## config.mk

```make
export PLATFORM = sky130hd
export DESIGN_NAME = clock_error_irq_status
export DESIGN_NICKNAME = d
export VERILOG_FILES = /design/src/irq_status_pkg.sv /design/src/clock_error_irq_status.sv /design/src/bit_sync.sv /design/src/apb_reg_port.sv
export SDC_FILE = /design/constraint.sdc
export NUM_CORES = 1
export LEC_CHECK = 0
export ABC_AREA = 1
export BUFFER_PORTS_ARGS = -buffer_cell sky130_fd_sc_hd__buf_4
export CAP_MARGIN = 20
export CORE_ASPECT_RATIO = 1.75
export CORE_MARGIN = 2
export CORE_UTILIZATION = 30
export CTS_BUF_LIST = sky130_fd_sc_hd__clkbuf_16
export DETAILED_ROUTE_END_ITERATION = 6
export PLACE_DENSITY = 0.54
export SYNTH_ARGS = -nofsm -noshare
export SYNTH_HDL_FRONTEND = slang
export SYNTH_SLANG_ARGS = --single-unit
```

## constraint.sdc

```tcl
create_clock -name pclk -period 1.33 [get_ports pclk]
set_input_delay 0 -clock pclk [delete_from_list [all_inputs] [get_ports pclk]]
set_output_delay 0 -clock pclk [all_outputs]
set_load 0.005 [all_outputs]
```

## src/irq_status_pkg.sv

```systemverilog
// constants and register map for the clock error and fault status bank
// How it works
// - raw status five shows overrate errors on bits 12, 10, 9, 7, 6..4, 3..1 and 0, one per subsystem.
// - the overrate summary is high whenever any overrate bit of raw status five or six is high.
// - raw status six shows overrate errors on bits 12..9, 7, 5 and 2..0.
// - raw status seven shows underrate errors on bits 10..8, 7..5, 4, 3, 2 and 0.
// - the underrate summary is high whenever any underrate bit of raw status seven is high.
// - raw status eight bit 14 is high once the speaker has completed a fault shutdown.
// - raw status eight bit 12 is high while a speaker short circuit is detected.
// - raw status eight bits 2 and 0 are high while the right or left headphone is shorted.
// - line status bit 1 is the OR of all unmasked events routed to the second line.
// - line status bit 0 is the OR of all unmasked events routed to the first line.
package irq_status_pkg;
  localparam int ADDR_W = 16;
  localparam int DATA_W = 32;
  localparam int REG_W = 16;
  // register indices; byte address is four times the index
  localparam logic [13:0] OVERRATE_A_IDX = 14'h0D24;
  localparam logic [13:0] OVERRATE_B_IDX = 14'h0D25;
  localparam logic [13:0] UNDERRATE_IDX = 14'h0D26;
  localparam logic [13:0] FAULT_IDX = 14'h0D28;
  localparam logic [13:0] LINE_IDX = 14'h0D40;
  localparam logic [13:0] SUMMARY_IDX = 14'h0D30;
  localparam logic [13:0] EVENT_IDX = 14'h0D31;
  localparam logic [13:0] FIRST_MASK_IDX = 14'h0D32;
  localparam logic [13:0] SECOND_MASK_IDX = 14'h0D33;
  // implemented bits of each raw register
  localparam logic [15:0] OVERRATE_A_BITS = 16'h16FF;
  localparam logic [15:0] OVERRATE_B_BITS = 16'h1EA7;
  localparam logic [15:0] UNDERRATE_BITS = 16'h07FD;
  localparam logic [15:0] FAULT_BITS = 16'h5005;
  // named field positions
  localparam int EFFECTS_CORE_OVERRATE = 12;
  localparam int DAC_SYSTEM_OVERRATE = 10;
  localparam int DAC_FAST_OVERRATE = 9;
  localparam int MIX_ENGINE_OVERRATE = 7;
  localparam int PAD_LOGIC_OVERRATE = 0;
  localparam int CORE_THREE_OVERRATE = 7;
  localparam int CORE_TWO_OVERRATE = 5;
  localparam int SPEAKER_CUTOFF_FLAG = 14;
  localparam int SPEAKER_SHORT_FLAG = 12;
  localparam int RIGHT_PHONE_SHORT_FLAG = 2;
  localparam int LEFT_PHONE_SHORT_FLAG = 0;
  localparam int FIRST_LINE_STATE = 0;
  localparam int SECOND_LINE_STATE = 1;
  // sticky event bits
  localparam int EVT_W = 6;
  localparam int EV_OVERRATE = 0;
  localparam int EV_UNDERRATE = 1;
  localparam int EV_CUTOFF = 2;
  localparam int EV_SPK_SHORT = 3;
  localparam int EV_RIGHT_SHORT = 4;
  localparam int EV_LEFT_SHORT = 5;
  // reset values
  localparam logic [EVT_W-1:0] EVT_RESET = 6'h00;
  localparam logic [EVT_W-1:0] MASK_RESET = 6'h00;
  localparam logic [DATA_W-1:0] PRDATA_RESET = 32'h00000000;
  // synchroniser depth in cycles
  localparam int SYNC_STAGES = 2;
endpackage

```

## src/clock_error_irq_status.sv

```systemverilog
// raw clock error and output fault status bank with two interrupt lines
//
// The APB register port is this design's own decision.
`timescale 1ns/100ps
module clock_error_irq_status (
  input wire logic pclk,
  input wire logic presetn,
  input wire logic [irq_status_pkg::ADDR_W-1:0] paddr,
  input wire logic psel,
  input wire logic penable,
  input wire logic pwrite,
  input wire logic [irq_status_pkg::DATA_W-1:0] pwdata,
  output logic [irq_status_pkg::DATA_W-1:0] prdata,
  output logic pready,
  output logic pslverr,
  input wire logic [irq_status_pkg::REG_W-1:0] overrate_a_src,
  input wire logic [irq_status_pkg::REG_W-1:0] overrate_b_src,
  input wire logic [irq_status_pkg::REG_W-1:0] underrate_src,
  input wire logic [irq_status_pkg::REG_W-1:0] fault_src,
  output logic any_overrate_summary,
  output logic any_underrate_summary,
  output logic second_line_state,
  output logic irq
);
  import irq_status_pkg::*;

  typedef struct packed {
    logic [EVT_W-1:0] evt;
    logic [EVT_W-1:0] first_mask;
    logic [EVT_W-1:0] second_mask;
    logic [EVT_W-1:0] prev;
    logic [1:0] settle;
  } ctl_t;

  ctl_t ctl_q, ctl_d;
  logic [4*REG_W-1:0] synced;
  logic [REG_W-1:0] overrate_a_view;
  logic [REG_W-1:0] overrate_b_view;
  logic [REG_W-1:0] underrate_view;
  logic [REG_W-1:0] fault_view;
  logic [EVT_W-1:0] condition;
  logic [EVT_W-1:0] rise;
  logic [EVT_W-1:0] clear;
  logic [13:0] idx;
  logic aligned;
  logic hit;
  logic wr_stb;
  logic [DATA_W-1:0] rd_data;
  logic first_line_state;
  logic [REG_W-1:0] line_view;

  // places a register value in the low half of a bus word
  function automatic logic [DATA_W-1:0] widen(input logic [REG_W-1:0] v);
    widen = {16'h0000, v};
  endfunction

  // places an event-wide value in the low bits of a bus word
  function automatic logic [DATA_W-1:0] widen_evt(input logic [EVT_W-1:0] v);
    widen_evt = {26'h0000000, v};
  endfunction

  // all live sources cross into the bus clock domain
  bit_sync #(
    .WIDTH(4 * REG_W)
  ) u_sync (
    .pclk(pclk),
    .presetn(presetn),
    .async_in({fault_src, underrate_src, overrate_b_src, overrate_a_src}),
    .sync_out(synced)
  );

  // live views, unlatched; unimplemented bits read zero
  assign overrate_a_view = synced[REG_W-1:0] & OVERRATE_A_BITS;
  assign overrate_b_view = synced[2*REG_W-1:REG_W] & OVERRATE_B_BITS;
  assign underrate_view = synced[3*REG_W-1:2*REG_W] & UNDERRATE_BITS;
  assign fault_view = synced[4*REG_W-1:3*REG_W] & FAULT_BITS;

  // summary flags of the overrate and underrate groups
  assign any_overrate_summary = |overrate_a_view || |overrate_b_view;
  assign any_underrate_summary = |underrate_view;

  // conditions that raise sticky events on their rising edge
  always_comb begin
    condition = '0;
    condition[EV_OVERRATE] = any_overrate_summary;
    condition[EV_UNDERRATE] = any_underrate_summary;
    condition[EV_CUTOFF] = fault_view[SPEAKER_CUTOFF_FLAG];
    condition[EV_SPK_SHORT] = fault_view[SPEAKER_SHORT_FLAG];
    condition[EV_RIGHT_SHORT] = fault_view[RIGHT_PHONE_SHORT_FLAG];
    condition[EV_LEFT_SHORT] = fault_view[LEFT_PHONE_SHORT_FLAG];
  end

  assign rise = condition & ~ctl_q.prev;

  // the two interrupt lines
  assign first_line_state = |(ctl_q.evt & ctl_q.first_mask);
  assign second_line_state = |(ctl_q.evt & ctl_q.second_mask);
  assign irq = first_line_state;

  always_comb begin
    line_view = '0;
    line_view[FIRST_LINE_STATE] = first_line_state;
    line_view[SECOND_LINE_STATE] = second_line_state;
  end

  // address decode of the current request
  assign idx = paddr[ADDR_W-1:2];
  assign aligned = (paddr[1:0] == 2'b00);

  always_comb begin
    hit = aligned;
    rd_data = PRDATA_RESET;
    if (idx == OVERRATE_A_IDX) begin
      rd_data = widen(overrate_a_view);
    end else if (idx == OVERRATE_B_IDX) begin
      rd_data = widen(overrate_b_view);
    end else if (idx == UNDERRATE_IDX) begin
      rd_data = widen(underrate_view);
    end else if (idx == FAULT_IDX) begin
      rd_data = widen(fault_view);
    end else if (idx == LINE_IDX) begin
      rd_data = widen(line_view);
    end else if (idx == SUMMARY_IDX) begin
      rd_data = {30'h00000000, any_underrate_summary, any_overrate_summary};
    end else if (idx == EVENT_IDX) begin
      rd_data = widen_evt(ctl_q.evt);
    end else if (idx == FIRST_MASK_IDX) begin
      rd_data = widen_evt(ctl_q.first_mask);
    end else if (idx == SECOND_MASK_IDX) begin
      rd_data = widen_evt(ctl_q.second_mask);
    end else begin
      hit = 1'b0;
    end
  end

  apb_reg_port u_port (
    .pclk(pclk),
    .presetn(presetn),
    .psel(psel),
    .penable(penable),
    .pwrite(pwrite),
    .hit(hit),
    .rd_data(rd_data),
    .prdata(prdata),
    .pready(pready),
    .pslverr(pslverr),
    .wr_stb(wr_stb)
  );

  // write one to clear on the event register
  assign clear = (wr_stb && idx == EVENT_IDX) ? pwdata[EVT_W-1:0] : '0;

  // next state: events, masks, edge history, settle count
  always_comb begin
    ctl_d = ctl_q;
    ctl_d.prev = condition;
    ctl_d.evt = (ctl_q.evt & ~clear) | rise; // set wins over clear
    if (wr_stb && idx == FIRST_MASK_IDX) begin
      ctl_d.first_mask = pwdata[EVT_W-1:0];
    end
    if (wr_stb && idx == SECOND_MASK_IDX) begin
      ctl_d.second_mask = pwdata[EVT_W-1:0];
    end
    if (ctl_q.settle != 2'h3) begin
      ctl_d.settle = ctl_q.settle + 2'h1;
    end
  end

  always_ff @(posedge pclk or negedge presetn) begin
    if (!presetn) begin
      ctl_q <= '{evt: EVT_RESET, first_mask: MASK_RESET, second_mask: MASK_RESET,
                 prev: EVT_RESET, settle: 2'h0};
    end else begin
      ctl_q <= ctl_d;
    end
  end
endmodule

```

## src/bit_sync.sv

```systemverilog
// two flip-flop synchroniser for a bundle of asynchronous levels
`timescale 1ns/100ps
module bit_sync #(
  parameter int WIDTH = 64
) (
  input wire logic pclk,
  input wire logic presetn,
  input wire logic [WIDTH-1:0] async_in,
  output logic [WIDTH-1:0] sync_out
);
  typedef struct packed {
    logic [WIDTH-1:0] meta;
    logic [WIDTH-1:0] stable;
  } sync_t;
  sync_t state_q, state_d;

  initial begin
    if (WIDTH < 1) $error("bit_sync needs a width of at least one");
  end

  // first stage feeds only the second
  always_comb begin
    state_d = state_q;
    state_d.meta = async_in;
    state_d.stable = state_q.meta;
  end

  always_ff @(posedge pclk or negedge presetn) begin
    if (!presetn) begin
      state_q <= '0;
    end else begin
      state_q <= state_d;
    end
  end

  assign sync_out = state_q.stable;
endmodule

```

## src/apb_reg_port.sv

```systemverilog
// zero wait state apb slave front end with registered read data
`timescale 1ns/100ps
module apb_reg_port (
  input wire logic pclk,
  input wire logic presetn,
  input wire logic psel,
  input wire logic penable,
  input wire logic pwrite,
  input wire logic hit,
  input wire logic [irq_status_pkg::DATA_W-1:0] rd_data,
  output logic [irq_status_pkg::DATA_W-1:0] prdata,
  output logic pready,
  output logic pslverr,
  output logic wr_stb
);
  import irq_status_pkg::*;
  typedef struct packed {
    logic [DATA_W-1:0] rdata;
    logic err;
  } port_t;
  port_t port_q, port_d;

  // capture read word and decode result in the setup cycle
  always_comb begin
    port_d = port_q;
    if (psel && !penable) begin
      port_d.rdata = (pwrite || !hit) ? PRDATA_RESET : rd_data;
      port_d.err = !hit;
    end
  end

  always_ff @(posedge pclk or negedge presetn) begin
    if (!presetn) begin
      port_q <= '{rdata: PRDATA_RESET, err: 1'b0};
    end else begin
      port_q <= port_d;
    end
  end

  // access phase always completes at once
  assign pready = 1'b1;
  assign pslverr = psel && penable && port_q.err;
  assign wr_stb = psel && penable && pwrite && !port_q.err;
  assign prdata = port_q.rdata;
endmodule

```

Yosys cells after proc, flatten, opt, wreduce, memory -nomap -nowiden

Cells that the tools add are included.

Input bits: 117
Output and inout port bits: 38
Flip-flop bits (word level): 183
Word-level logic and storage cells: 63

Equal/unequal tests: 9
Bitwise operators: 7
Reduce and logical (&&, ||, !) cells: 19
Multiplexer cells: 20

Operators by type and width:

| cell                                                              | number |
|---|---|
| 14-bit by 12-bit == test with 1-bit output, second input constant | 9 |
| 15-bit 2-to-1 mux                                                 | 4 |
| 6-bit 2-to-1 mux                                                  | 6 |
| 32-bit 2-to-1 mux                                                 | 1 |
| 6-bit AND                                                         | 4 |
| 6-bit NOT                                                         | 2 |
| 6-bit OR reduction                                                | 2 |
| 11-bit OR reduction                                               | 1 |
| 10-bit OR reduction                                               | 1 |
| 1-bit 2-to-1 mux                                                  | 9 |
| 9-bit OR reduction                                                | 1 |
| 1-bit logical AND                                                 | 8 |
| 6-bit OR                                                          | 1 |
| 1-bit logical NOT                                                 | 3 |
| 2-bit logical NOT                                                 | 1 |
| 1-bit logical OR                                                  | 2 |

Depth between registers and ports, before layout

Gate-level depths: netlist of run 1.

Depth after elaboration: 13
Depth in mapped cells: 15
Mapped depth without buffers: 15

Hierarchy

A second synthesis of run 1 with hierarchy kept.

Cell total of the unflattened synthesis: 607
Area total of the unflattened synthesis: 6751.5 sq um

By module, submodules not included:

| module                 | area each (sq um) | times used | sequential area each (sq um) | cells each |
|---|---|---|---|---|
| bit_sync               | 3203.1            | 1          | 3203.1                       | 128 |
| clock_error_irq_status | 1883.1            | 1          | 600.6                        | 293 |
| apb_reg_port           | 1665.3            | 1          | 825.8                        | 186 |

Worst setup path before layout of run 1

OpenSTA, ideal clock, no wires.

Path type: flip-flop to flip-flop
From: reg u_sync.state_q, in the netlist u_sync.sync_out[40]
To: reg u_port.port_q, in the netlist u_port.prdata[1]
Cell stages (with the launch flop): 12
Path buffers: 0
Required time: 1.214 ns
Slack: 0.045 ns
Clock period less this slack: 1.285 ns
Data arrival time: 1.168 ns
Setup time: 0.116 ns
Cell sequence: dfrtp_1 -> nor2_1 -> nand3_1 -> nor2_1 -> inv_1 -> or2_0 -> nand2_1 -> nand2_1 -> nand2_1 -> nand2_1 -> nand2_1 -> nand2_1

Longest elaborated chain between the ends: 8

Ends and longest elaborated chain:

| what                      | line                          | RTL |
|---|---|---|
| from (decl)               | bit_sync.sv:15                | `sync_t state_q, state_d;` |
| from (signal assigned)    | bit_sync.sv:32                | `state_q <= state_d;` |
| 10-bit OR reduction       | clock_error_irq_status.sv:80  | `assign any_underrate_summary = \|underrate_view;` |
| net any_underrate_summary | clock_error_irq_status.sv:21  | `output logic any_underrate_summary,` |
| 6-bit 2-to-1 mux          | clock_error_irq_status.sv:123 | `end else if (idx == SUMMARY_IDX) begin` |
| 6-bit 2-to-1 mux          | clock_error_irq_status.sv:121 | `end else if (idx == LINE_IDX) begin` |
| 15-bit 2-to-1 mux         | clock_error_irq_status.sv:119 | `end else if (idx == FAULT_IDX) begin` |
| 15-bit 2-to-1 mux         | clock_error_irq_status.sv:117 | `end else if (idx == UNDERRATE_IDX) begin` |
| 15-bit 2-to-1 mux         | clock_error_irq_status.sv:115 | `end else if (idx == OVERRATE_B_IDX) begin` |
| 15-bit 2-to-1 mux         | clock_error_irq_status.sv:113 | `if (idx == OVERRATE_A_IDX) begin` |
| 32-bit 2-to-1 mux         | apb_reg_port.sv:27            | `port_d.rdata = (pwrite \|\| !hit) ? PRDATA_RESET : rd_data;` |
| to (signal assigned)      | apb_reg_port.sv:34            | `port_q <= '{rdata: PRDATA_RESET, err: 1'b0};` |
| to (signal assigned)      | apb_reg_port.sv:36            | `port_q <= port_d;` |
| to (decl)                 | apb_reg_port.sv:21            | `port_t port_q, port_d;` |

The timed path passes the listed nets, and every way through them passes these cells.
A chain may end at the register's enable or synchronous reset.

Worst setup path in the final report of run 1

From: reg u_sync.state_q, in the netlist u_sync.sync_out[39]
To: reg u_port.port_q, in the netlist u_port.prdata[1]

Longest elaborated chain between the ends: 8

Ends and longest elaborated chain:

| what                | line |
|---|---|
| 10-bit OR reduction | clock_error_irq_status.sv:80 |
| 6-bit 2-to-1 mux    | clock_error_irq_status.sv:123 |
| 6-bit 2-to-1 mux    | clock_error_irq_status.sv:121 |
| 15-bit 2-to-1 mux   | clock_error_irq_status.sv:119 |
| 15-bit 2-to-1 mux   | clock_error_irq_status.sv:117 |
| 15-bit 2-to-1 mux   | clock_error_irq_status.sv:115 |
| 15-bit 2-to-1 mux   | clock_error_irq_status.sv:113 |
| 32-bit 2-to-1 mux   | apb_reg_port.sv:27 |

No other way between the ends.

==> flow_summary.ini, run 1 <==
[outcome]
outcome = complete, but fails checks
violations = negative setup slack

[clock_tree]
htreeDepth = 3
clock_sinks = 107
clock_path_buffers = 2
cts_tree = yes
clk_latency_ns = 0.34
numCtsBuffers = 9
clk_pin_slew_ns = 0.07
cts_root_buf = clkbuf_16

[floorplanning]
num_rows = 58
core_area_sq_um = 14400
die_y_um = 165
initial_core_util_pct = 30.8
die_w_um = 95.8
die_area_sq_um = 15800
io-pin-count = 155

[routing]
ant_nets = 0
avgRoutedWirePerCell_um = 13.2
drc = 0
drt_pass1_iterations = 4
drt_iter0_drc = 163
wirelength_um = 11200
vias = 3599
avgViaCountPerCell = 4.26

[setup_path]
endpoint_kind = flop
crit_chain = nor2_2 > nand3_2 > nor2_4 > inv_2 > or2_0 > nand2_1 > nand2_1 > nand2_2 > nand2_1 > nand2_1 > nand2_1
cpPeakStageDelay_ns = 0.40
cp.required_ns = 1.56
start_kind = flop
ff2ff_setup_slack_ns = -0.18
r2r-end = u_port.prdata[1]
cp_common_cell = nand2_1
cp.arrival_ns = 1.74
reg2regPathDepth = 11
worst-path-max-fanout = 2
critPathKind = reg2reg
r2r-start = u_sync.sync_out[39]
slowest_stage = dfrtp_1

[synthesis]
ys_warn_count = 0
synth_ff_type = dfrtp_1
async_reset_ff_share_pct = 100
synth_top_area_share_pct = 60.5
synthCells = 463
ys_ff_latch = 107
yosysTopAreaCell = dfrtp_1
yosysMostFrequentCell = dfrtp_1
yosys-top-cells-count = 107 x dfrtp_1, 100 x nand2_1, 45 x inv_1, 44 x nor2_1, 35 x buf_4
synth_edf_count = 0
ys_types = 34
syn_area_sq_um = 4420
synth.avg_cell_area_sq_um = 9.56
ys_seq_area_share_pct = 60.5
synth_area_leaders = dfrtp_1 61%, nand2_1 8.5%, buf_4 5.9%

[job]
cap_violations = 0

[timing]
fin_tns_setup_ns = -0.470
min_period_ns = 1.51
fmax_ghz = 0.663
skew_ns = 0.00911
setup_viol = 6
finalMaxSlewViolations = 0
period_share_pct = 113
rsz0062_at_grt = yes
hold_violations = 0
worst_slack_ns = -0.178

[place]
dp_slack_ns = -0.272
dpl_cell_area_sq_um = 5610
hpwl_um = 8880
io_buffer_count = 79
place_congestion = 0.876
dp_cells = 775

[worst_hold_path]
min-delay-start = paddr[0]
hold_path_end = u_port.prdata[6]
worst_hold_path_type = in2reg
holdPathStages = 6

[final_layout]
stdcell_count = 845
diodes = 0
post-route-util_pct = 45.6
layout-drive-gt1-share_pct = 35.0
layout.nets = 778
final_cell_area_sq_um = 6550
areaGrowthSynthToFinish_pct = 48.0

[global_routing]
grt.overflow.total = 0
grt_pass1_vias = 3731
grt_pass1_wl_um = 18100
track_usage_pct = 15.3
antenna_found_initial = 0
grt_max_degree = 39

[pwr]
vdd_drop_max_mv = 0.646
power_density_nw_per_um2 = 973
p_leak_nw = 3.30
-- final cells by class --
cell class	count	area, sq um
Tap cell	180	225
Inverter	53	200
Timing Repair Buffer	209	1750
Fill cell	1391	7820
Clock inverter	6	47.5
Clock buffer	9	225
Sequential cell	107	2680
Multi-Input combinational cell	281	1430
-- worst max path at each step --
stage | start | to | slack, ns | cells past startpoint
after CTS | ctl_q[25] | second_line_state | -0.20 | 5
after detailed placement | u_sync.sync_out[40] | u_port.prdata[1] | -0.27 | 11
after global routing | u_sync.sync_out[36] | u_port.prdata[1] | -0.29 | 11
after global placement | u_sync.sync_out[40] | u_port.prdata[1] | -0.26 | 11
final | u_sync.sync_out[39] | u_port.prdata[1] | -0.18 | 11
after floorplan | u_sync.sync_out[40] | u_port.prdata[1] | 0.05 | 11
-- where the power goes --
part / switching (mW) / total [mW] / internal (mW)
sequential: 0.0485 / 3.41 / 3.36
combinational: 0.227 / 0.527 / 0.300
clock: 1.15 / 2.43 / 1.28
total: 1.43 / 6.37 / 4.94
-- cell families (layout without fill, tap and decap cells) --
family	after synthesis	after routing	synth area share, %
buf+inv	92	277	10.9
compound gates	53	53	6.87
simple gates	209	209	21.5
other cells	2	19	0.170
flops	107	107	60.5
-- per-stage QoR --
stage          total power [mW]  hold WS (ns)
2_1_floorplan              3.59        -0.296
3_3_place_gp               3.88       -0.0970
3_5_place_dp               3.90       -0.0893
4_1_cts                    6.47        0.0391
5_1_grt                    6.65         0.118
6_report                   6.37        0.0575
-- critical path: cells and delay by family (launching register included) --
family | cells | cell delay (ns)
simple gates | 10 | 0.95
flops | 1 | 0.40
buf+inv | 1 | 0.05
-- registers in the layout, indices dropped and copies added (netlist names) --
signal           cells
ctl_q               24
u_port.port_q        1
u_port.prdata       14
u_sync.state_d      34
u_sync.sync_out     34
-- layout by cell type (no fill, tap or decap), types with 2 or more instances in the layout --
cell type	synthesis	final
buf_4	35	153
dfrtp_1	107	107
nand2_1	100	95
inv_1	45	42
dlygate4sd3_1	0	41
nor2_1	44	39
nand3_1	33	28
o21ai_1	8	23
conb_1	2	19
buf_6	0	13
o21ai_0	26	10
inv_2	6	9
clkbuf_16	0	9
nand3_2	3	8
nand2_2	2	7
nor2_2	4	7
nor2_4	4	6
o22ai_1	6	6
nor3_2	0	4
a22o_1	4	4
nor3_1	8	4
clkinv_2	1	3
nand4_1	3	3
o21ai_2	1	2
a21oi_2	1	2
nand3b_1	2	2
a21oi_1	4	2
or2_0	2	2
inv_6	0	2
buf_12	0	2
-- repair_timing --
action	CTS	global route
resized for setup	21	36
setup buffers	11	3
hold buffers	41	0
setup endpoints to repair	12	14
endpoints found under the hold margin	151	0
pin swaps	17	9
-- routing by layer --
layer	share of wire, %	wire length [um]	GRT usage (%)
met1	39	4330	16.8
met2	55	6190	28.9
met3	3.6	404	1.87
met4	2.3	257	6.62
met5	0	0	0
Note: power is estimated with default switching activity, not from simulation.
==> inputs of run 2 (changes only) <==
--- a/config.mk
+++ b/config.mk
@@ -13,7 +13,8 @@
 export CORE_UTILIZATION = 30
 export CTS_BUF_LIST = sky130_fd_sc_hd__clkbuf_16
 export DETAILED_ROUTE_END_ITERATION = 6
-export PLACE_DENSITY = 0.54
+export PLACE_DENSITY = 0.5
 export SYNTH_ARGS = -nofsm -noshare
 export SYNTH_HDL_FRONTEND = slang
+export SYNTH_HIERARCHICAL = 1
 export SYNTH_SLANG_ARGS = --single-unit
==> run 2 against run 1 <==
The flow still finishes with violations (negative setup slack). Sequential cell count is 18 higher. Synthesized cell count is 18% higher. Design area is 20% higher. Non-clock buffer count is 18 higher. Clock-buffer cell count is 8 higher. Area after synthesis is 19% higher. Core utilization hardly changed. Critical endpoint is now irq.
==> flow_summary.ini, run 2 <==
[synthesis]
synthCells = 547
ys_warn_count = 6
synth.avg_cell_area_sq_um = 9.60
syn_area_sq_um = 5250

[routing]
avgRoutedWirePerCell_um = 13.8
drc = 0
vias = 4289
avgViaCountPerCell = 4.27
ant_nets = 0
drt_iter0_drc = 120
wirelength_um = 13900
drt_pass1_iterations = 4

[timing]
min_period_ns = 1.58
rsz0062_at_grt = yes
fin_tns_setup_ns = -1.17
period_share_pct = 119
skew_ns = 0.0114
finalMaxSlewViolations = 0
worst_slack_ns = -0.248
setup_viol = 6
hold_violations = 0
fmax_ghz = 0.634

[floorplanning]
die_area_sq_um = 18600
initial_core_util_pct = 30.4
die_w_um = 104
num_rows = 64
io-pin-count = 155
die_y_um = 179
core_area_sq_um = 17300

[setup_path]
start_kind = flop
cp_num_buf_inv = 2
slowest_stage = dfrtp_1
crit_chain = nand2_1 > nand2_1 > a21oi_1 > nand4_1 > buf_4 > buf_6
cp.required_ns = 1.33
cp_common_cell = nand2_1
cpPeakStageDelay_ns = 0.43
endpoint_kind = output pin
cp.arrival_ns = 1.58
path_delay_family = flip-flops
worst-path-max-fanout = 4
critPathKind = reg2out

[final_layout]
areaGrowthSynthToFinish_pct = 50.0
final_cell_mix = 173 x buf_4, 125 x dfrtp_1, 103 x nand2_1
layout.nets = 877
multi_input_area_sq_um = 1790
layout-drive-gt1-share_pct = 35.7
fillCellCount = 1724
final_common_cell = buf_4
seqCellArea_sq_um = 3130
diodes = 0

[pwr]
p_leak_nw = 3.81
vdd_drop_max_mv = 0.771
p_total_mw = 9.14
power_density_nw_per_um2 = 1160

[clock_tree]
clock_path_buffers = 2
cts_root_buf = clkbuf_16
clk_pin_slew_ns = 0.05
numCtsBuffers = 17
cts_tree = yes
clock_sinks = 125
clk_latency_ns = 0.42
htreeDepth = 4

[place]
hpwl_um = 10400
place_congestion = 0.880
io_buffer_count = 97

[job]
cap_violations = 0

[global_routing]
grt_pass1_wl_um = 22700
grt_max_degree = 51
track_usage_pct = 16.0
grt.overflow.total = 0
grt_pass1_vias = 4652
antenna_found_initial = 0

[outcome]
outcome = complete, but fails checks
violations = negative setup slack

[worst_hold_path]
worst_hold_path_type = in2async
## run 2: worst register-to-register path, cell delays in order (launching register included)
cell	delay [ns]
dfrtp_1	0.43
nand2_1	0.08
nand2_1	0.05
a21oi_1	0.11
nand4_1	0.19
nand2_1	0.16
nand4_1	0.10
nand2_1	0.08
nand3_2	0.10
nand3_2	0.09
o21ai_1	0.06
## run 2: what timing repair did
| action | CTS | global route |
|---|---|---|
| hold endpoints to repair | 177 | 0 |
| setup buffers | 2 | 4 |
| pin swaps | 6 | 13 |
| endpoints found under the setup margin | 19 | 34 |
| resized for setup | 19 | 29 |
| hold buffers | 41 | 0 |
## run 2: final timing paths
kind	from	slack, ns	depth (start not counted)	end
max	ctl_q[23]	-0.25	6	irq
min	presetn	0.04	2	u_sync/state_d[17]
max reg2reg	ctl_q[23]	-0.23	10	u_port/prdata[0]
min reg2reg	u_sync/state_d[9]	0.35	0	u_sync/sync_out[9]
max in group asynchronous	presetn	0.67	3	u_port/prdata[9]
min in group pclk	psel	0.07	4	u_port/prdata[17]
## run 2: where the power goes
part / switching (mW) / total, mW / internal [mW]
sequential: 0.0540 / 3.97 / 3.92
clock: 1.78 / 4.57 / 2.78
combinational: 0.280 / 0.595 / 0.315
## run 2: per-stage QoR
step	util [%]	setup WS, ns	hold slack (ns)	std cells	area [sq um]
2_1_floorplan	-	-0.00721	-0.296	564	5330
3_5_place_dp	38.6	-0.375	-0.0662	925	6670
5_1_grt	45.5	-0.330	0.0585	1004	7880
6_report	45.5	-0.248	0.0365	1004	7880
4_1_cts	44.8	-0.303	0.0332	1000	7750
3_3_place_gp	38.6	-0.355	-0.0686	925	6670
## run 2: routing by layer
| layer | GRT usage [%] | vias to the layer above | routed length, um |
|---|---|---|---|
| met2 | 29.7 | 93 | 7820 |
| li1 | - | 2146 | - |
| met4 | 10.3 | 0 | 605 |
| met1 | 15.9 | 2016 | 5100 |
| met3 | 3.60 | 34 | 368 |
| met5 | 0 | - | 0 |
## run 2: area by class of cell
cell class / count / area share [%]
well taps: 231 / 3.67
flip-flops and latches: 125 / 39.7
repair buffers: 227 / 24.2
inverters: 46 / 2.22
clock inverters: 15 / 2.05
multi-input cells: 343 / 22.7
clock buffers: 17 / 5.40
